**src/logic/scan_pkg.sv**
```systemverilog
// Constants and types shared by the boundary-scan test logic
package scan_pkg;

   // ------------------------------------------------------------
   // Instruction register
   // ------------------------------------------------------------
   localparam int unsigned INSTR_W = 4;                       // Instruction width
   localparam logic [3:0] OP_EXTEST  = 4'h0;                  // Drive pins from chain
   localparam logic [3:0] OP_SAMPLE  = 4'h1;                  // Sample or preload
   localparam logic [3:0] OP_IDCODE  = 4'h2;                  // Identification scan
   localparam logic [3:0] OP_HIGHZ   = 4'h4;                  // All outputs off
   localparam logic [3:0] OP_BYPASS  = 4'hf;                  // One-stage bypass
   localparam logic [3:0] IR_CAPTURE = 4'h1;                  // Fixed capture, low bits 01

   // ------------------------------------------------------------
   // Identification word layout
   // ------------------------------------------------------------
   localparam int unsigned ID_W       = 32;                   // Identification width
   localparam logic [3:0]  ID_VERSION = 4'h0;                 // Version field
   localparam logic [15:0] ID_PART_A  = 16'h0a01;             // Arbitrary value, small density
   localparam logic [15:0] ID_PART_B  = 16'h0a02;             // Arbitrary value, mid density
   localparam logic [15:0] ID_PART_C  = 16'h0a03;             // Arbitrary value, large density
   localparam logic [10:0] ID_MAKER   = 11'h055;              // Arbitrary value, maker code
   localparam logic        ID_MARKER  = 1'b1;                 // Bit zero always one

   // ------------------------------------------------------------
   // Boundary chain and timing
   // ------------------------------------------------------------
   localparam int unsigned BSC_IN_W  = 4;                     // Input cells
   localparam int unsigned BSC_OUT_W = 4;                     // Output cells
   localparam int unsigned BSC_W     = BSC_IN_W + BSC_OUT_W;  // Whole chain length
   localparam int unsigned TMS_RESET_CNT = 5;                 // High mode-select edges to reset

   // Controller states, gray along the scan paths
   typedef enum logic [3:0] {
      ST_RESET   = 4'h0,
      ST_IDLE    = 4'h1,
      ST_SEL_DR  = 4'h3,
      ST_CAP_DR  = 4'h2,
      ST_SH_DR   = 4'h6,
      ST_EX1_DR  = 4'h7,
      ST_PAU_DR  = 4'h5,
      ST_EX2_DR  = 4'h4,
      ST_UPD_DR  = 4'hc,
      ST_SEL_IR  = 4'hd,
      ST_CAP_IR  = 4'hf,
      ST_SH_IR   = 4'he,
      ST_EX1_IR  = 4'ha,
      ST_PAU_IR  = 4'hb,
      ST_EX2_IR  = 4'h9,
      ST_UPD_IR  = 4'h8
   } tap_state_t;

endpackage

```
**src/logic/scan_port.sv**
```systemverilog
// Instruction and test data registers behind the test access port
`timescale 1ns/1ns
// How it works
// RULE_01: Bypass is one stage, input to output
// RULE_02: Bypass clears on capture when selected
// RULE_03: Identification is fixed read-only 32-bit word
// RULE_04: Maker field is eleven bits, parity dropped
// RULE_05: Part field bits 27:12, per density
// RULE_06: Four-bit instruction shifts in during shift
// RULE_07: Decode extest, sample, idcode, highz, bypass
// RULE_08: Only selected register sits on path
// RULE_09: Extest drives pins from chain, captures
// RULE_10: Idcode keeps device functional, reads word
// RULE_11: Reset selects identification without instruction load
// RULE_12: Sample snapshots pins, holds preload data
// RULE_13: Highz disables outputs, selects bypass
// RULE_14: Bypass keeps normal operation
// RULE_15: Unassigned codes behave as bypass
// RULE_16: Controller resets by test reset or mode
// RULE_17: Instruction capture loads pattern ending 01
// RULE_18: Instruction takes effect at update only
module scan_port (
   // Clock and reset
   input  wire logic                           clk_i,
   input  wire logic                           rst_b_i,
   // Test access pins
   input  wire logic                           tck_i,
   input  wire logic                           tms_i,
   input  wire logic                           tdi_i,
   input  wire logic                           trst_b_i,
   output logic                                tdo_o,
   output logic                                tdo_oe_b_o,
   // Density selection
   input  wire logic [1:0]                     density_i,
   // Core side of boundary cells
   input  wire logic [scan_pkg::BSC_IN_W-1:0]  core_in_i,
   input  wire logic [scan_pkg::BSC_OUT_W-1:0] core_out_i,
   input  wire logic [scan_pkg::BSC_OUT_W-1:0] core_oe_b_i,
   // Pin side of boundary cells
   input  wire logic [scan_pkg::BSC_IN_W-1:0]  pin_in_i,
   output logic [scan_pkg::BSC_IN_W-1:0]       pin_to_core_o,
   output logic [scan_pkg::BSC_OUT_W-1:0]      pin_out_o,
   output logic [scan_pkg::BSC_OUT_W-1:0]      pin_oe_b_o,
   // Current instruction
   output logic [scan_pkg::INSTR_W-1:0]        instr_o
);
   import scan_pkg::*;

   // ------------------------------------------------------------
   // Pin synchronisers
   // ------------------------------------------------------------
   logic [3:0] sync1;            // First stages
   logic [3:0] sync2;            // Second stages
   logic       tck_d;            // Delayed test clock
   logic       tck_rise;         // Test clock rising
   logic       tck_fall;         // Test clock falling
   logic       tms_s;            // Synced mode select
   logic       tdi_s;            // Synced data in
   logic       trst_b_s;         // Synced test reset

   // Two stages for each pin from the test controller
   always_ff @(posedge clk_i) begin
      if (!rst_b_i) begin
         sync1 <= 4'h8;
         sync2 <= 4'h8;
      end else begin
         sync1 <= {trst_b_i, tdi_i, tms_i, tck_i};
         sync2 <= sync1;
      end
   end

   assign tms_s    = sync2[1];
   assign tdi_s    = sync2[2];
   assign trst_b_s = sync2[3];

   // Edge finder on the synced test clock
   always_ff @(posedge clk_i) begin
      if (!rst_b_i) begin
         tck_d <= 1'b0;
      end else begin
         tck_d <= sync2[0];
      end
   end

   assign tck_rise = sync2[0] & ~tck_d;
   assign tck_fall = ~sync2[0] & tck_d;

   // ------------------------------------------------------------
   // Controller
   // ------------------------------------------------------------
   tap_state_t state;            // Controller state

   // Reset only by system reset, test reset or five high selects
   tap_fsm u_fsm (
      .clk_i      (clk_i),
      .rst_b_i    (rst_b_i),
      .tck_rise_i (tck_rise),
      .tms_i      (tms_s),
      .trst_b_i   (trst_b_s),
      .state_o    (state)
   ); // RULE_16

   // ------------------------------------------------------------
   // Instruction register
   // ------------------------------------------------------------
   logic [INSTR_W-1:0] ir_shift;  // Shift stages
   logic [INSTR_W-1:0] instr;     // Current instruction

   // Capture pattern, then shift toward the serial output
   always_ff @(posedge clk_i) begin
      if (!rst_b_i) begin
         ir_shift <= IR_CAPTURE;
      end else if (tck_rise && state == ST_CAP_IR) begin
         ir_shift <= IR_CAPTURE; // RULE_17
      end else if (tck_rise && state == ST_SH_IR) begin
         ir_shift <= {tdi_s, ir_shift[INSTR_W-1:1]}; // RULE_06
      end
   end

   // Latch on falling edge in update; reset picks identification
   always_ff @(posedge clk_i) begin
      if (!rst_b_i) begin
         instr <= OP_IDCODE; // RULE_11
      end else if (state == ST_RESET) begin
         instr <= OP_IDCODE; // RULE_11
      end else if (tck_fall && state == ST_UPD_IR) begin
         instr <= ir_shift; // RULE_18
      end
   end

   assign instr_o = instr;

   // ------------------------------------------------------------
   // Instruction decode
   // ------------------------------------------------------------
   logic sel_bsc;                // Boundary chain on path
   logic sel_id;                 // Identification on path
   logic mode_ext;               // Pins driven by chain
   logic mode_hiz;               // All outputs off

   // Anything else falls to bypass
   always_comb begin
      sel_bsc  = 1'b0;
      sel_id   = 1'b0;
      mode_ext = 1'b0;
      mode_hiz = 1'b0;
      unique case (instr)
         OP_EXTEST: begin
            sel_bsc  = 1'b1;
            mode_ext = 1'b1; // RULE_09
         end
         OP_SAMPLE: begin
            sel_bsc  = 1'b1; // RULE_12
         end
         OP_IDCODE: begin
            sel_id   = 1'b1; // RULE_10
         end
         OP_HIGHZ: begin
            mode_hiz = 1'b1; // RULE_13
         end
         default: begin
            sel_bsc  = 1'b0; // RULE_14 RULE_15
         end
      endcase
   end // RULE_07

   // ------------------------------------------------------------
   // Bypass stage
   // ------------------------------------------------------------
   logic byp;                    // Single bypass stage

   // Cleared on capture, one stage while shifting
   always_ff @(posedge clk_i) begin
      if (!rst_b_i) begin
         byp <= 1'b0;
      end else if (tck_rise && !sel_bsc && !sel_id) begin
         if (state == ST_CAP_DR) begin
            byp <= 1'b0; // RULE_02
         end else if (state == ST_SH_DR) begin
            byp <= tdi_s; // RULE_01
         end
      end
   end

   // ------------------------------------------------------------
   // Identification register
   // ------------------------------------------------------------
   logic [ID_W-1:0]  id_shift;   // Identification shifter
   logic [15:0]      id_part;    // Part field by density
   logic [ID_W-1:0]  id_word;    // Fixed word

   // Part value chosen by density strap
   always_comb begin
      unique case (density_i)
         2'h1:    id_part = ID_PART_B;
         2'h2:    id_part = ID_PART_C;
         default: id_part = ID_PART_A;
      endcase
   end // RULE_05

   assign id_word = {ID_VERSION, id_part, ID_MAKER, ID_MARKER}; // RULE_03 RULE_04

   // Loads fixed word on capture, shifts out, never written back
   always_ff @(posedge clk_i) begin
      if (!rst_b_i) begin
         id_shift <= '0;
      end else if (tck_rise && sel_id) begin
         if (state == ST_CAP_DR) begin
            id_shift <= id_word; // RULE_03
         end else if (state == ST_SH_DR) begin
            id_shift <= {tdi_s, id_shift[ID_W-1:1]};
         end
      end
   end

   // ------------------------------------------------------------
   // Boundary-scan chain
   // ------------------------------------------------------------
   logic [BSC_W-1:0] bsc_shift;  // Shift cells
   logic [BSC_W-1:0] bsc_upd;    // Update latches
   logic [BSC_W-1:0] bsc_pins;   // Captured levels

   assign bsc_pins = {mode_ext ? bsc_upd[BSC_W-1:BSC_IN_W] : core_out_i, pin_in_i};

   // Capture pins, shift serially; unselected it holds still
   always_ff @(posedge clk_i) begin
      if (!rst_b_i) begin
         bsc_shift <= '0;
      end else if (tck_rise && sel_bsc) begin
         if (state == ST_CAP_DR) begin
            bsc_shift <= bsc_pins; // RULE_09 RULE_12
         end else if (state == ST_SH_DR) begin
            bsc_shift <= {tdi_s, bsc_shift[BSC_W-1:1]};
         end
      end
   end // RULE_08

   // Preload or test data latched on update
   always_ff @(posedge clk_i) begin
      if (!rst_b_i) begin
         bsc_upd <= '0;
      end else if (tck_fall && sel_bsc && state == ST_UPD_DR) begin
         bsc_upd <= bsc_shift; // RULE_12
      end
   end

   // ------------------------------------------------------------
   // Pin multiplexers
   // ------------------------------------------------------------
   // Core path normal, chain in extest, off in high impedance
   always_ff @(posedge clk_i) begin
      if (!rst_b_i) begin
         pin_out_o     <= '0;
         pin_oe_b_o    <= '1;
         pin_to_core_o <= '0;
      end else begin
         pin_to_core_o <= mode_ext ? bsc_upd[BSC_IN_W-1:0] : pin_in_i;
         if (mode_hiz) begin
            pin_out_o  <= core_out_i;
            pin_oe_b_o <= '1; // RULE_13
         end else if (mode_ext) begin
            pin_out_o  <= bsc_upd[BSC_W-1:BSC_IN_W]; // RULE_09
            pin_oe_b_o <= '0;
         end else begin
            pin_out_o  <= core_out_i; // RULE_10 RULE_14
            pin_oe_b_o <= core_oe_b_i;
         end
      end
   end

   // ------------------------------------------------------------
   // Serial output, changes on test clock fall
   // ------------------------------------------------------------
   // A test reset in mid-shift must not leave the line driven
   // until the next falling test clock edge
   always_ff @(posedge clk_i) begin
      if (!rst_b_i) begin
         tdo_o      <= 1'b0;
         tdo_oe_b_o <= 1'b1;
      end else if (state == ST_RESET) begin
         tdo_oe_b_o <= 1'b1;                // Released at once in reset state
      end else if (tck_fall) begin
         if (state == ST_SH_IR) begin
            tdo_o      <= ir_shift[0];
            tdo_oe_b_o <= 1'b0;
         end else if (state == ST_SH_DR) begin
            tdo_oe_b_o <= 1'b0;
            if (sel_bsc) begin
               tdo_o <= bsc_shift[0];
            end else if (sel_id) begin
               tdo_o <= id_shift[0];
            end else begin
               tdo_o <= byp; // RULE_08
            end
         end else begin
            tdo_oe_b_o <= 1'b1;
         end
      end
   end

endmodule

```
**src/logic/tap_fsm.sv**
```systemverilog
// Test access port controller state machine
`timescale 1ns/1ns
module tap_fsm (
   // Clock and reset
   input  wire logic              clk_i,
   input  wire logic              rst_b_i,
   // Test edge strobe and levels
   input  wire logic              tck_rise_i,
   input  wire logic              tms_i,
   input  wire logic              trst_b_i,
   // Current state
   output scan_pkg::tap_state_t   state_o
);
   import scan_pkg::*;

   tap_state_t state;        // Current state
   tap_state_t next_state;   // Following state

   // ------------------------------------------------------------
   // Next state from mode select
   // ------------------------------------------------------------
   always_comb begin
      unique case (state)
         ST_RESET:  next_state = tms_i ? ST_RESET  : ST_IDLE;
         ST_IDLE:   next_state = tms_i ? ST_SEL_DR : ST_IDLE;
         ST_SEL_DR: next_state = tms_i ? ST_SEL_IR : ST_CAP_DR;
         ST_CAP_DR: next_state = tms_i ? ST_EX1_DR : ST_SH_DR;
         ST_SH_DR:  next_state = tms_i ? ST_EX1_DR : ST_SH_DR;
         ST_EX1_DR: next_state = tms_i ? ST_UPD_DR : ST_PAU_DR;
         ST_PAU_DR: next_state = tms_i ? ST_EX2_DR : ST_PAU_DR;
         ST_EX2_DR: next_state = tms_i ? ST_UPD_DR : ST_SH_DR;
         ST_UPD_DR: next_state = tms_i ? ST_SEL_DR : ST_IDLE;
         ST_SEL_IR: next_state = tms_i ? ST_RESET  : ST_CAP_IR;
         ST_CAP_IR: next_state = tms_i ? ST_EX1_IR : ST_SH_IR;
         ST_SH_IR:  next_state = tms_i ? ST_EX1_IR : ST_SH_IR;
         ST_EX1_IR: next_state = tms_i ? ST_UPD_IR : ST_PAU_IR;
         ST_PAU_IR: next_state = tms_i ? ST_EX2_IR : ST_PAU_IR;
         ST_EX2_IR: next_state = tms_i ? ST_UPD_IR : ST_SH_IR;
         ST_UPD_IR: next_state = tms_i ? ST_SEL_DR : ST_IDLE;
      endcase
   end

   // ------------------------------------------------------------
   // State register, moves on test clock rise or at either reset
   // ------------------------------------------------------------
   always_ff @(posedge clk_i) begin
      if (!rst_b_i || !trst_b_i) begin
         state <= ST_RESET;                 // Test reset forces reset state
      end else if (tck_rise_i) begin
         state <= next_state;               // Five high selects always reach reset
      end
   end

   assign state_o = state;

endmodule

```
**config.mk**
```make
export PLATFORM = sky130hd
export DESIGN_NAME = scan_port
export DESIGN_NICKNAME = d
export VERILOG_FILES = /design/src/logic/scan_pkg.sv /design/src/logic/scan_port.sv /design/src/logic/tap_fsm.sv
export SDC_FILE = /design/constraint.sdc
export NUM_CORES = 1
export LEC_CHECK = 0
export BUFFER_PORTS_ARGS = -buffer_cell sky130_fd_sc_hd__buf_4
export CORE_MARGIN = 4
export CORE_UTILIZATION = 39
export CTS_CLUSTER_SIZE = 16
export DETAILED_ROUTE_END_ITERATION = 12
export PLACE_DENSITY = 0.66
export SLEW_MARGIN = 20
export SYNTH_ARGS = -nofsm -noshare
export SYNTH_HDL_FRONTEND = slang
export SYNTH_SLANG_ARGS = --single-unit
```
**constraint.sdc**
```tcl
create_clock -name clk_i -period 1.8 [get_ports clk_i]
set_input_delay 0.18 -clock clk_i [delete_from_list [all_inputs] [get_ports clk_i]]
set_output_delay 0.18 -clock clk_i [all_outputs]
set_load 0.02 [all_outputs]
```
# Word level (Yosys, flattened, before mapping)
# Index checks and enable logic that the tools add are counted.
# word_totals
register_bits	84
latchBits	0
ramBits	0
romBits	0
input_bits	24
output_inout_bits	18
wordCells	104
memories	0
# op_classes
add_sub_neg	0
mul	0
n_div	0
n_lt_le_gt_ge	0
n_eq_ne	20
shift	0
mux	34
bitwise_logic	6
n_reduce_logical	29
# ops
operator	n
$mux W32	2
$pmux W4 S12	1
$eq A4 B4 Y1 const B	8
$mux W4	8
$eq A4 B3 Y1 const B	5
$mux W8	2
$mux W1	15
$eq A4 B2 Y1 const B	3
$reduce_or A2 Y1	6
$logic_and A1 B1 Y1	9
$eq A4 B1 Y1 const B	2
$logic_not A4 Y1	2
$mux W2	3
$mux W3	2
$reduce_and A2 Y1	3
$logic_not A1 Y1	4
$not A1 Y1	4
$pmux W2 S2	1
$reduce_bool A2 Y1	2
$reduce_and A3 Y1	1
$reduce_or A3 Y1	1
$and A1 B1 Y1	2
$eq A2 B1 Y1 const B	1
$eq A2 B2 Y1 const B	1
$logic_or A1 B1 Y1	1

# Depth between registers and ports, before layout
# Gate-level depths: netlist of run 1.
# logic_depth
depth_word	7
ltp_mapped	7
mapped_depth_nobuf	5

# Hierarchy
# A second synthesis of run 1 with hierarchy kept.
# unflattened
cells_unflattened	389
hier_area_um2	3575.9
# by_module_without_submodules
mod	instances	cells_each	area_per_inst_um2	seq_area_each_um2
scan_port	1	344	3218.1	1601.5
tap_fsm	1	45	357.8	80.1

# Least setup slack after synthesis of run 1
# Ideal clock, no wire load.
# synth_timing
path_kind	register -> register
start	reg instr[1], in the netlist instr_o[1]
end	reg id_shift[21]
setup_ns	0.117
arrival_time_ns	1.870
required_time_ns	1.683
slack_ns	-0.188
path_stages_with_launch	7
n_path_buf	2
period_less_slack_ns	1.988
cell_sequence	dfxtp_1 or4b_4 or4_1 buf_2 buf_6 nor3_2 nor3b_1
# synth_via
elab_chain_cells	4
# synth_lines
item	line	source
from (decl)	scan_port.sv:107	logic [INSTR_W-1:0] instr;
from (signal assigned)	scan_port.sv:127	instr <= ir_shift;
$eq A4 B2 Y1	scan_port.sv:147	unique case (instr)
$mux W1	scan_port.sv:147	
$logic_and A1 B1 Y1	scan_port.sv:207	end else if (tck_rise && sel_id) begin
$reduce_and A2 Y1 (no line)	-	
to (signal assigned)	scan_port.sv:209	id_shift <= id_word;
to (signal assigned)	scan_port.sv:211	id_shift <= {tdi_s, id_shift[ID_W-1:1]};
to (decl)	scan_port.sv:188	logic [ID_W-1:0] id_shift;
# No other way between the ends.
# A chain may end at the register's enable or synchronous reset.

# Final worst setup path of run 1
# layout_timing
start	reg instr[3], in the netlist instr_o[3]
end	reg id_shift[21]
# The elaborated chain is that of the path after synthesis.

==> run_summary.xml, run 1 <==
<?xml version="1.0" encoding="UTF-8"?>
<metrics>
  <group name="status">
    <metric name="outcome" unit="">complete, but fails checks</metric>
    <metric name="failing_checks" unit="">setup timing</metric>
  </group>
  <group name="synthesis">
    <metric name="post-synth-top-area-fraction" unit="%">47.4</metric>
    <metric name="ys_types" unit="">50</metric>
    <metric name="synth-edff-count" unit="">0</metric>
    <metric name="synth_seq_area_share" unit="%">47.4</metric>
    <metric name="synth-seq-cells" unit="">84</metric>
    <metric name="avgSynthCellArea" unit="um2">9.42</metric>
    <metric name="ys_top_cells_by_count" unit="">dfxtp_1, nand2_1, nand3_1, a21boi_1, nor2b_1</metric>
    <metric name="synth_ff_type" unit="">dfxtp_1</metric>
    <metric name="synthesis.yosys.warnings" unit="">0</metric>
    <metric name="synth_top_cells_by_area" unit="">dfxtp_1, mux2i_1, a21boi_1</metric>
    <metric name="synth_async_sr_flop_share" unit="%">0</metric>
    <metric name="postSynthNetCount" unit="">402</metric>
    <metric name="synth_top_cell_by_area" unit="">dfxtp_1</metric>
    <metric name="syn_inst" unit="">377</metric>
    <metric name="mappedNetlistArea" unit="um2">3550</metric>
    <metric name="post-synth-top-count-cell" unit="">dfxtp_1</metric>
  </group>
  <group name="pwr">
    <metric name="worst_ir_drop_vdd" unit="mV">0.445</metric>
    <metric name="power_density" unit="nW/um2">756</metric>
    <metric name="power_leakage" unit="nW">1.67</metric>
  </group>
  <group name="cts">
    <metric name="clockBufferDepth" unit="">2</metric>
    <metric name="cts_root_buf" unit="">clkbuf_8</metric>
    <metric name="worst_skew_pair.late_latency" unit="ps">350</metric>
    <metric name="cts.clk_slew.worst_paths" unit="ps">80</metric>
    <metric name="cts-htree-levels" unit="">3</metric>
    <metric name="cts_made_buffers" unit="">9</metric>
    <metric name="tritoncts" unit="">done</metric>
    <metric name="total_number_of_clock_tree_sinks" unit="">84</metric>
  </group>
  <group name="finish">
    <metric name="layout-drive-gt1-share" unit="%">28.5</metric>
    <metric name="top_register" unit="">id_shift</metric>
    <metric name="fillers" unit="">820</metric>
    <metric name="largest_register_ffs" unit="">32</metric>
    <metric name="final_nets" unit="">459</metric>
    <metric name="largest_registers" unit="">id_shift x32, bsc_shift x8, bsc_upd x8</metric>
    <metric name="antennaDiodeCount" unit="">0</metric>
    <metric name="post-route-cell-area" unit="um2">4460</metric>
    <metric name="areaGrowthSynthToFinish" unit="%">25.5</metric>
  </group>
  <group name="floorplan">
    <metric name="placementRows" unit="">34</metric>
    <metric name="io_pins" unit="">42</metric>
    <metric name="die-width" unit="um">103</metric>
    <metric name="die-area" unit="um2">10700</metric>
    <metric name="core_area" unit="um2">8810</metric>
    <metric name="dieHeight" unit="um">103</metric>
    <metric name="initial_utilization" unit="%">40.3</metric>
  </group>
  <group name="placement">
    <metric name="io_buffer_count" unit="">37</metric>
    <metric name="globalplace.congestion" unit="">0.830</metric>
    <metric name="place_hpwl" unit="um">5120</metric>
    <metric name="placed_area" unit="um2">4160</metric>
  </group>
  <group name="worst_setup_path">
    <metric name="timing.critical_path.required" unit="ps">2040</metric>
    <metric name="worst_r2r_path_depth" unit="">5</metric>
    <metric name="worstPathArrival" unit="ps">2080</metric>
    <metric name="timing.critical_path.from_type" unit="">flop</metric>
    <metric name="worst_setup_path_end_kind" unit="">flop</metric>
    <metric name="path_max_fanout" unit="">16</metric>
    <metric name="critical_path_class" unit="">flop to flop</metric>
  </group>
  <group name="global_route">
    <metric name="number_of_global_route_vias_before_repair" unit="">2774</metric>
    <metric name="maximum_number_of_pins_on_one_net_before_global_route_repair" unit="">50</metric>
    <metric name="wire_length_of_the_first_global_routing_pass" unit="um">12500</metric>
    <metric name="antenna_found_initial" unit="">0</metric>
    <metric name="grt-ovfl-total" unit="">0</metric>
    <metric name="grt_util_all_layers" unit="%">14.6</metric>
  </group>
  <group name="detailed_routing">
    <metric name="totalWireLength" unit="um">7530</metric>
    <metric name="detailed_route_vias_per_instance" unit="">5.18</metric>
    <metric name="drt_iter0_markers" unit="">110</metric>
    <metric name="route.detailed.drc" unit="">0</metric>
    <metric name="routed_wirelength_normalized_by_instance_count" unit="um">13.8</metric>
    <metric name="routed_via_count" unit="">2836</metric>
    <metric name="drt.antenna.violating_nets" unit="">0</metric>
    <metric name="drt_pre_antenna_iters" unit="">4</metric>
  </group>
  <group name="sta">
    <metric name="skew" unit="ps">12.1</metric>
    <metric name="fin_worst_hold_slack" unit="ps">24.7</metric>
    <metric name="slew_at_the_pin_closest_to_its_max_slew_limit" unit="ps">495</metric>
    <metric name="period_needed" unit="ps">1840</metric>
    <metric name="final_min_period_over_clock_period" unit="%">102</metric>
    <metric name="postLayoutSetupSlackWorst" unit="ps">-35.4</metric>
    <metric name="achievable-frequency" unit="GHz">0.545</metric>
    <metric name="report.final.slew_viol_count" unit="">0</metric>
    <metric name="relSlewSlack" unit="%">66.1</metric>
    <metric name="setup_violations" unit="">5</metric>
    <metric name="grt_setup_unrepaired" unit="">yes</metric>
    <metric name="finalHoldViolCount" unit="">0</metric>
  </group>
  <group name="hold_path">
    <metric name="min_path_cells" unit="">2</metric>
    <metric name="hold_removal_path_class" unit="">primary input to flop</metric>
  </group>
  <group name="job">
    <metric name="timing.max_cap.violations" unit="">0</metric>
  </group>
</metrics>
-- per-layer routing --
metal  share of wire, %  routed length [um]  GRT usage, %
met4                1.9                 140          5.18
met3                3.1                 232          4.29
met1                 46                3490          17.8
met5                  0                   0             0
met2                 49                3670          24.6
-- logic make-up after synthesis --
family / synth area share [%]
AOI/OAI and AO/OA: 15.6
adders and majority gates: 0.352
buffers and inverters: 3.98
DFF: 47.4
muxes: 7.12
and+or+nand+nor: 25.6
-- metrics by stage --
stage / util (%) / worst slack [ps] / std cells / power, W / TNS, ps
6_report: 50.6 / -35.4 / 547 / 0.00337 / -151
5_1_grt: 50.6 / -96.5 / 547 / 0.00350 / -1610
4_1_cts: 49.6 / -37.7 / 545 / 0.00341 / -289
3_5_place_dp: 47.2 / -116 / 528 / 0.00210 / -2120
3_3_place_gp: 47.2 / -68.3 / 528 / 0.00210 / -546
2_1_floorplan: - / -55.8 / 377 / 0.00202 / -1290
-- final timing paths --
check | from | slack (ps) | end
worst max-delay path | instr_o[3]$_SDFFE_PP0P_ | -40 | id_shift[21]$_SDFFE_PN0P_
worst min-delay path | core_oe_b_i[0] | 20 | pin_oe_b_o[0]$_SDFF_PP1_
worst max register to register | instr_o[3]$_SDFFE_PP0P_ | -40 | id_shift[21]$_SDFFE_PN0P_
worst min register to register | sync1[0]$_SDFF_PN0_ | 430 | sync2[0]$_SDFF_PN0_
-- cell type report --
cell class,count,area [um2],share of cell area (%)
Clock buffer,9,124,2.78
Clock inverter,7,66.3,1.49
Timing Repair Buffer,75,636,14.3
Sequential cell,84,1700,38.0
Multi-Input combinational cell,260,1790,40.1
Inverter,4,15.0,0.337
Tap cell,108,135,3.03
-- critical path, stage by stage, from the launching register on --
cell and delay, ps:
dfxtp_4 340, or4b_4 540, or4_4 490, buf_12 180, nor3_2 100, nor3b_1 60
-- cells in the final DEF, fill, tap and decap left out, types with 8 or more instances in the layout --
master    count
a21boi_1     24
and2_1        8
buf_4        67
clkbuf_8      9
dfxtp_1      79
mux2i_1      21
nand2_1      44
nand3_1      25
nor2_1       15
nor2b_1      24
o21ai_0      12
-- what timing repair did --
action / CTS / global route
resized for setup: 3 / 20
endpoints found under the setup margin: 34 / 44
hold buffers: 1 / 0
setup buffers: 0 / 2
endpoints found under the hold margin: 1 / 0
-- power breakdown --
part / internal (W) / switching [W] / leakage, nW / total [W]
Combinational: 0.0000900 / 0.0000808 / 0.884 / 0.000171
Clock: 0.000636 / 0.000673 / 0.0992 / 0.00131
Sequential: 0.00188 / 0.0000119 / 0.684 / 0.00189
Total: 0.00260 / 0.000766 / 1.67 / 0.00337
(Power assumes the default switching activity.)
==> run 2, diff against run 1 <==
- HOLD_SLACK_MARGIN: default -> 0.1
- REMOVE_ABC_BUFFERS: default -> 1
- clock period: 1.8 -> 1.6 ns (I/O delays scaled with it)
==> run 2 against run 1 <==
Clock skew is 3.7 ps lower. Routed wire length rose by 3.7%. Clock-buffer cell count is 1 higher. The flow still finishes with violations (setup timing).
==> run_summary.xml, run 2 (synthesized netlist as in run 1, its figures left out) <==
<?xml version="1.0" encoding="UTF-8"?>
<metrics>
  <group name="cts">
    <metric name="cts-htree-levels" unit="">3</metric>
    <metric name="worst_skew_pair.late_latency" unit="ps">350</metric>
    <metric name="cts.clk_slew.worst_paths" unit="ps">90</metric>
    <metric name="tritoncts" unit="">done</metric>
    <metric name="clockBufferDepth" unit="">2</metric>
    <metric name="total_number_of_clock_tree_sinks" unit="">84</metric>
    <metric name="cts_root_buf" unit="">clkbuf_8</metric>
    <metric name="cts_made_buffers" unit="">9</metric>
  </group>
  <group name="global_route">
    <metric name="number_of_global_route_vias_before_repair" unit="">2827</metric>
    <metric name="maximum_number_of_pins_on_one_net_before_global_route_repair" unit="">45</metric>
    <metric name="antenna_found_initial" unit="">0</metric>
    <metric name="grt-ovfl-total" unit="">0</metric>
    <metric name="grt_util_all_layers" unit="%">14.9</metric>
    <metric name="wire_length_of_the_first_global_routing_pass" unit="um">12800</metric>
  </group>
  <group name="status">
    <metric name="outcome" unit="">complete, but fails checks</metric>
    <metric name="failing_checks" unit="">setup timing</metric>
  </group>
  <group name="sta">
    <metric name="finalHoldViolCount" unit="">0</metric>
    <metric name="period_needed" unit="ps">1800</metric>
    <metric name="relSlewSlack" unit="%">73.0</metric>
    <metric name="achievable-frequency" unit="GHz">0.555</metric>
    <metric name="final_min_period_over_clock_period" unit="%">113</metric>
    <metric name="skew" unit="ps">8.37</metric>
    <metric name="setup_violations" unit="">44</metric>
    <metric name="postLayoutSetupSlackWorst" unit="ps">-203</metric>
    <metric name="slew_at_the_pin_closest_to_its_max_slew_limit" unit="ps">404</metric>
    <metric name="grt_setup_unrepaired" unit="">yes</metric>
    <metric name="report.final.slew_viol_count" unit="">0</metric>
  </group>
  <group name="floorplan">
    <metric name="io_pins" unit="">42</metric>
    <metric name="dieHeight" unit="um">103</metric>
    <metric name="die-width" unit="um">103</metric>
    <metric name="core_area" unit="um2">8810</metric>
    <metric name="placementRows" unit="">34</metric>
    <metric name="die-area" unit="um2">10700</metric>
    <metric name="initial_utilization" unit="%">40.3</metric>
  </group>
  <group name="worst_setup_path">
    <metric name="slowest_stage" unit="">or4b_4</metric>
    <metric name="critical_path_class" unit="">flop to flop</metric>
    <metric name="worst_r2r_path_depth" unit="">7</metric>
    <metric name="critical_path.reg2reg.endpoint" unit="">id_shift[22]$_SDFFE_PN0P_</metric>
    <metric name="r2r-start" unit="">instr_o[0]$_SDFFE_PP0P_</metric>
    <metric name="path_max_fanout" unit="">16</metric>
    <metric name="timing.critical_path.required" unit="ps">1880</metric>
    <metric name="worstPathArrival" unit="ps">2090</metric>
    <metric name="timing.reg2reg.setup_slack" unit="ps">-200</metric>
    <metric name="timing.critical_path.from_type" unit="">flop</metric>
    <metric name="worst_path_largest_cell_delay" unit="ps">540</metric>
    <metric name="worst_setup_path_end_kind" unit="">flop</metric>
    <metric name="critical_path.cell_chain" unit="">or4b_4 &gt; buf_4 &gt; nor4_4 &gt; buf_6 &gt; clkbuf_16 &gt; nand3_1 &gt; a21boi_1</metric>
  </group>
  <group name="detailed_routing">
    <metric name="drt.antenna.violating_nets" unit="">0</metric>
    <metric name="routed_via_count" unit="">2938</metric>
    <metric name="drt_pre_antenna_iters" unit="">4</metric>
    <metric name="drt_iter0_markers" unit="">121</metric>
    <metric name="routed_wirelength_normalized_by_instance_count" unit="um">13.8</metric>
    <metric name="detailed_route_vias_per_instance" unit="">5.20</metric>
    <metric name="route.detailed.drc" unit="">0</metric>
    <metric name="totalWireLength" unit="um">7810</metric>
  </group>
  <group name="finish">
    <metric name="layout-drive-gt1-share" unit="%">29.3</metric>
    <metric name="antennaDiodeCount" unit="">0</metric>
    <metric name="top_register" unit="">id_shift</metric>
    <metric name="layout_commonest_cell" unit="">dfxtp_1</metric>
    <metric name="largest_registers" unit="">id_shift x32, bsc_shift x8, bsc_upd x8</metric>
    <metric name="most-common-layout-cells" unit="">dfxtp_1, buf_4, nand2_1, a21boi_1, nand3_1</metric>
    <metric name="post-route-cell-area" unit="um2">4710</metric>
    <metric name="areaGrowthSynthToFinish" unit="%">32.6</metric>
    <metric name="final_nets" unit="">477</metric>
    <metric name="largest_register_ffs" unit="">32</metric>
  </group>
  <group name="placement">
    <metric name="globalplace.congestion" unit="">0.774</metric>
    <metric name="io_buffer_count" unit="">37</metric>
    <metric name="placed_area" unit="um2">4180</metric>
    <metric name="place_hpwl" unit="um">5040</metric>
  </group>
  <group name="pwr">
    <metric name="p_total" unit="W">0.00370</metric>
    <metric name="power_density" unit="nW/um2">786</metric>
    <metric name="power_leakage" unit="nW">1.75</metric>
    <metric name="worst_ir_drop_vdd" unit="mV">0.417</metric>
  </group>
  <group name="hold_path">
    <metric name="min_path_cells" unit="">3</metric>
    <metric name="hold_path_end" unit="">pin_out_o[3]$_SDFF_PN0_</metric>
    <metric name="origin_of_the_worst_min_delay_path" unit="">core_out_i[3]</metric>
    <metric name="hold_removal_path_class" unit="">primary input to flop</metric>
  </group>
  <group name="job">
    <metric name="timing.max_cap.violations" unit="">0</metric>
  </group>
</metrics>
-- run 2: cell types whose count changed in the layout (fill, tap and decap cells not counted), sizes merged --
| cell | delta |
|---|---|
| dlygate4sd3 | +12 |
| buf | +4 |
| clkbuf | +3 |
| bufinv | -1 |
| clkinv | -1 |
| clkinvlp | +1 |
-- run 2: area by class of cell --
cell class / count / area [um2]
clock buffers: 10 / 128
clock inverters: 6 / 50.0
fillers: 797 / 4100
inverters: 4 / 15.0
multi-input cells: 260 / 1850
flip-flops and latches: 84 / 1690
well taps: 108 / 135
repair buffers: 93 / 840
-- run 2: where the power goes --
group | total, W | internal, W | leakage (nW) | switching [W]
Combinational | 0.000222 | 0.000123 | 0.984 | 0.0000990
Sequential | 0.00213 | 0.00211 | 0.683 | 0.0000127
Clock | 0.00135 | 0.000577 | 0.0831 | 0.000776
-- run 2: worst max-delay path by stage --
stage | from | endpoint | slack, ps
2_1_floorplan | u_fsm.state_o[1]$_SDFFE_PP0P_ | bsc_shift[4]$_SDFFE_PN0P_ | -1670
5_1_grt | instr_o[0]$_SDFFE_PP0P_ | id_shift[21]$_SDFFE_PN0P_ | -280
3_3_place_gp | instr_o[0]$_SDFFE_PP0P_ | id_shift[21]$_SDFFE_PN0P_ | -270
6_report | instr_o[0]$_SDFFE_PP0P_ | id_shift[22]$_SDFFE_PN0P_ | -200
4_1_cts | instr_o[0]$_SDFFE_PP0P_ | id_shift[23]$_SDFFE_PN0P_ | -180
3_5_place_dp | instr_o[0]$_SDFFE_PP0P_ | id_shift[7]$_SDFFE_PN0P_ | -290
-- run 2: repair_timing --
item                                   in CTS  in global routing
hold buffers                               13                  0
setup buffers                               1                  1
setup endpoints to repair                  54                 58
resized for setup                          20                 17
endpoints found under the hold margin      13                  0
pin swaps                                   6                  0
gates cloned                                1                  2
-- run 2: per-layer routing --
layer,global-route usage [%],wire [um],vias up
li1,-,-,1474
met4,4.38,62,0
met1,18.6,3610,1404
met2,25.2,3820,55
met3,4.02,323,5
met5,0,0,-
-- run 2: worst max-delay path, delay by kind of cell (launching register included) --
kind,cells,cell delay (ps)
DFF,1,320
AOI/OAI and AO/OA,1,160
buffers and inverters,3,500
and+or+nand+nor,3,760
-- run 2: through the flow --
stage          TNS [ps]  setup WS [ps]  utilization [%]  instances  hold slack (ps)
2_1_floorplan    -42800          -1670                -        348              233
3_3_place_gp      -9150           -274             47.5        531              341
3_5_place_dp     -10100           -295             47.5        531              349
4_1_cts           -6050           -183             52.1        562              109
5_1_grt           -9720           -280             53.5        565              132
6_report          -6710           -203             53.5        565              127
==> run 3, diff against run 2 <==
- BUFFER_PORTS_ARGS: -buffer_cell sky130_fd_sc_hd__buf_4 -> -buffer_cell sky130_fd_sc_hd__buf_2
==> run 3 against run 2 <==
The flow still finishes with violations (setup timing). Setup slack got worse by 19 ps. Register-to-register slack lost 20 ps. Clock power up 25%. Global-route usage decreased by 0.23 points. Routed wire length is 1.4% lower. Non-clock buffer count increased by 3. Clock skew increased by 1.2 ps. Fmax decreased by 1.0%. First-iteration DRC count is 25% lower. Design area fell by 1.4%.
==> run_summary.xml, run 3 (synthesized netlist as in run 1, its figures left out) <==
<?xml version="1.0" encoding="UTF-8"?>
<metrics>
  <group name="cts">
    <metric name="cts-htree-levels" unit="">3</metric>
    <metric name="clockBufferDepth" unit="">2</metric>
    <metric name="cts_root_buf" unit="">clkbuf_8</metric>
    <metric name="cts_made_buffers" unit="">9</metric>
    <metric name="worst_skew_pair.late_latency" unit="ps">360</metric>
    <metric name="tritoncts" unit="">done</metric>
    <metric name="cts.clk_slew.worst_paths" unit="ps">80</metric>
    <metric name="total_number_of_clock_tree_sinks" unit="">84</metric>
  </group>
  <group name="floorplan">
    <metric name="core_area" unit="um2">8810</metric>
    <metric name="io_pins" unit="">42</metric>
    <metric name="die-area" unit="um2">10700</metric>
    <metric name="initial_utilization" unit="%">40.3</metric>
    <metric name="placementRows" unit="">34</metric>
    <metric name="die-width" unit="um">103</metric>
    <metric name="dieHeight" unit="um">103</metric>
  </group>
  <group name="hold_path">
    <metric name="hold_removal_path_class" unit="">primary input to flop</metric>
  </group>
  <group name="global_route">
    <metric name="wire_length_of_the_first_global_routing_pass" unit="um">12400</metric>
    <metric name="grt_util_all_layers" unit="%">14.7</metric>
    <metric name="antenna_found_initial" unit="">0</metric>
    <metric name="gr-max-usage-layer" unit="">met2</metric>
    <metric name="maximum_number_of_pins_on_one_net_before_global_route_repair" unit="">33</metric>
    <metric name="groute.layer.met2.usage" unit="%">24.1</metric>
    <metric name="grt-ovfl-total" unit="">0</metric>
    <metric name="number_of_global_route_vias_before_repair" unit="">2741</metric>
    <metric name="gr-usage-met1" unit="%">18.6</metric>
    <metric name="grtUsageMet3" unit="%">3.82</metric>
  </group>
  <group name="sta">
    <metric name="fin_worst_hold_slack" unit="ps">220</metric>
    <metric name="postLayoutSetupSlackWorst" unit="ps">-222</metric>
    <metric name="grt_setup_unrepaired" unit="">yes</metric>
    <metric name="relSlewSlack" unit="%">70.6</metric>
    <metric name="slew_at_the_pin_closest_to_its_max_slew_limit" unit="ps">441</metric>
    <metric name="final_min_period_over_clock_period" unit="%">114</metric>
    <metric name="setup_violations" unit="">48</metric>
    <metric name="fin_tns_setup" unit="ps">-8360</metric>
    <metric name="skew" unit="ps">9.61</metric>
    <metric name="achievable-frequency" unit="GHz">0.549</metric>
    <metric name="report.final.slew_viol_count" unit="">0</metric>
    <metric name="period_needed" unit="ps">1820</metric>
    <metric name="finalHoldViolCount" unit="">0</metric>
  </group>
  <group name="finish">
    <metric name="layout_commonest_cell" unit="">dfxtp_1</metric>
    <metric name="layout-drive-gt1-share" unit="%">27.8</metric>
    <metric name="top_register" unit="">id_shift</metric>
    <metric name="fillers" unit="">812</metric>
    <metric name="seq_area" unit="um2">1690</metric>
    <metric name="most-common-layout-cells" unit="">dfxtp_1, nand2_1, buf_2, buf_4, nand3_1</metric>
    <metric name="multi_input_area" unit="um2">1810</metric>
    <metric name="largest_registers" unit="">id_shift x32, bsc_shift x8, bsc_upd x8</metric>
    <metric name="antennaDiodeCount" unit="">0</metric>
    <metric name="final_nets" unit="">480</metric>
    <metric name="largest_register_ffs" unit="">32</metric>
    <metric name="areaGrowthSynthToFinish" unit="%">30.7</metric>
  </group>
  <group name="worst_setup_path">
    <metric name="timing.critical_path.from_type" unit="">flop</metric>
    <metric name="critPathCapture" unit="">id_shift[23]$_SDFFE_PN0P_</metric>
    <metric name="worst_r2r_path_depth" unit="">7</metric>
    <metric name="path_max_fanout" unit="">16</metric>
    <metric name="crit_startpoint" unit="">instr_o[0]$_SDFFE_PP0P_</metric>
    <metric name="timing.reg2reg.setup_slack" unit="ps">-220</metric>
    <metric name="r2r-start" unit="">instr_o[0]$_SDFFE_PP0P_</metric>
    <metric name="worstPathArrival" unit="ps">2100</metric>
    <metric name="worst_setup_path_end_kind" unit="">flop</metric>
    <metric name="critical_path.reg2reg.endpoint" unit="">id_shift[23]$_SDFFE_PN0P_</metric>
    <metric name="critical_path_class" unit="">flop to flop</metric>
    <metric name="timing.critical_path.required" unit="ps">1880</metric>
  </group>
  <group name="detailed_routing">
    <metric name="detailed_route_vias_per_instance" unit="">5.11</metric>
    <metric name="drt_iter0_markers" unit="">91</metric>
    <metric name="route.detailed.drc" unit="">0</metric>
    <metric name="totalWireLength" unit="um">7710</metric>
    <metric name="drt_pre_antenna_iters" unit="">4</metric>
    <metric name="drt.antenna.violating_nets" unit="">0</metric>
    <metric name="routed_wirelength_normalized_by_instance_count" unit="um">13.6</metric>
    <metric name="routed_via_count" unit="">2905</metric>
  </group>
  <group name="pwr">
    <metric name="power_density" unit="nW/um2">865</metric>
    <metric name="worst_ir_drop_vdd" unit="mV">0.500</metric>
    <metric name="power_leakage" unit="nW">1.74</metric>
  </group>
  <group name="placement">
    <metric name="place_hpwl" unit="um">4920</metric>
    <metric name="io_buffer_count" unit="">37</metric>
    <metric name="globalplace.congestion" unit="">0.790</metric>
  </group>
  <group name="status">
    <metric name="failing_checks" unit="">setup timing</metric>
    <metric name="outcome" unit="">complete, but fails checks</metric>
  </group>
  <group name="job">
    <metric name="timing.max_cap.violations" unit="">0</metric>
  </group>
</metrics>
==> run 3: area by class of cell <==
cell class              count  share of cell area [%]
clock buffers              11                    3.05
clock inverters             5                    1.81
inverters                   4                   0.323
repair buffers             96                    16.6
multi-input cells         260                    39.0
well taps                 108                    2.91
flip-flops and latches     84                    36.3
==> run 3: how the worst min path moves through the flow <==
| stage | depth (start not counted) | start | endpoint |
|---|---|---|---|
| floorplan | 1 | rst_b_i | sync1[3]$_SDFF_PN1_ |
| global placement | 2 | trst_b_i | sync1[3]$_SDFF_PN1_ |
| detailed placement | 2 | trst_b_i | sync1[3]$_SDFF_PN1_ |
| CTS | 5 | density_i[0] | id_shift[13]$_SDFFE_PN0P_ |
| global route | 5 | density_i[0] | id_shift[13]$_SDFFE_PN0P_ |
| finish | 5 | density_i[0] | id_shift[13]$_SDFFE_PN0P_ |
==> run 3: metal layers <==
metal / vias to the layer above / share of wire, %
li1: 1480 / -
met5: - / 0
met3: 11 / 4.5
met2: 65 / 47
met4: 0 / 1.5
met1: 1349 / 47
==> run 3: worst max-delay path: stages (launching register included) <==
cell and delay (ps):
dfxtp_1 320, or4b_4 540, buf_4 160, nor4_4 160, buf_6 180, clkbuf_16 170
nor2_1 50, nor3b_1 170
==> run 3: power breakdown <==
group	total, W	leakage, nW	switching, W	internal (W)
Sequential	0.00212	0.683	0.0000108	0.00211
Clock	0.00169	0.106	0.000759	0.000927
Combinational	0.000202	0.953	0.0000962	0.000106
Total	0.00401	1.74	0.000866	0.00315
==> run 3: through the flow <==
stage / area (um2) / utilization (%) / power (W) / std cells / setup slack [ps]
finish: 4640 / 52.7 / 0.00401 / 568 / -222
global route: 4640 / 52.7 / 0.00418 / 568 / -285
CTS: 4530 / 51.5 / 0.00407 / 564 / -224
detailed placement: 4100 / 46.6 / 0.00235 / 533 / -267
global placement: 4100 / 46.6 / 0.00235 / 533 / -259
floorplan: 3420 / - / 0.00226 / 348 / -1670
==> run 3: repair_timing <==
item                                    4_1_cts  5_1_grt
gates resized for setup                      12       14
endpoints found under the setup margin       49       59
hold buffers                                 15        0
pin swaps                                     0        1
buffers inserted                              0        2
hold endpoints to repair                     15        0
cloned                                        0        2
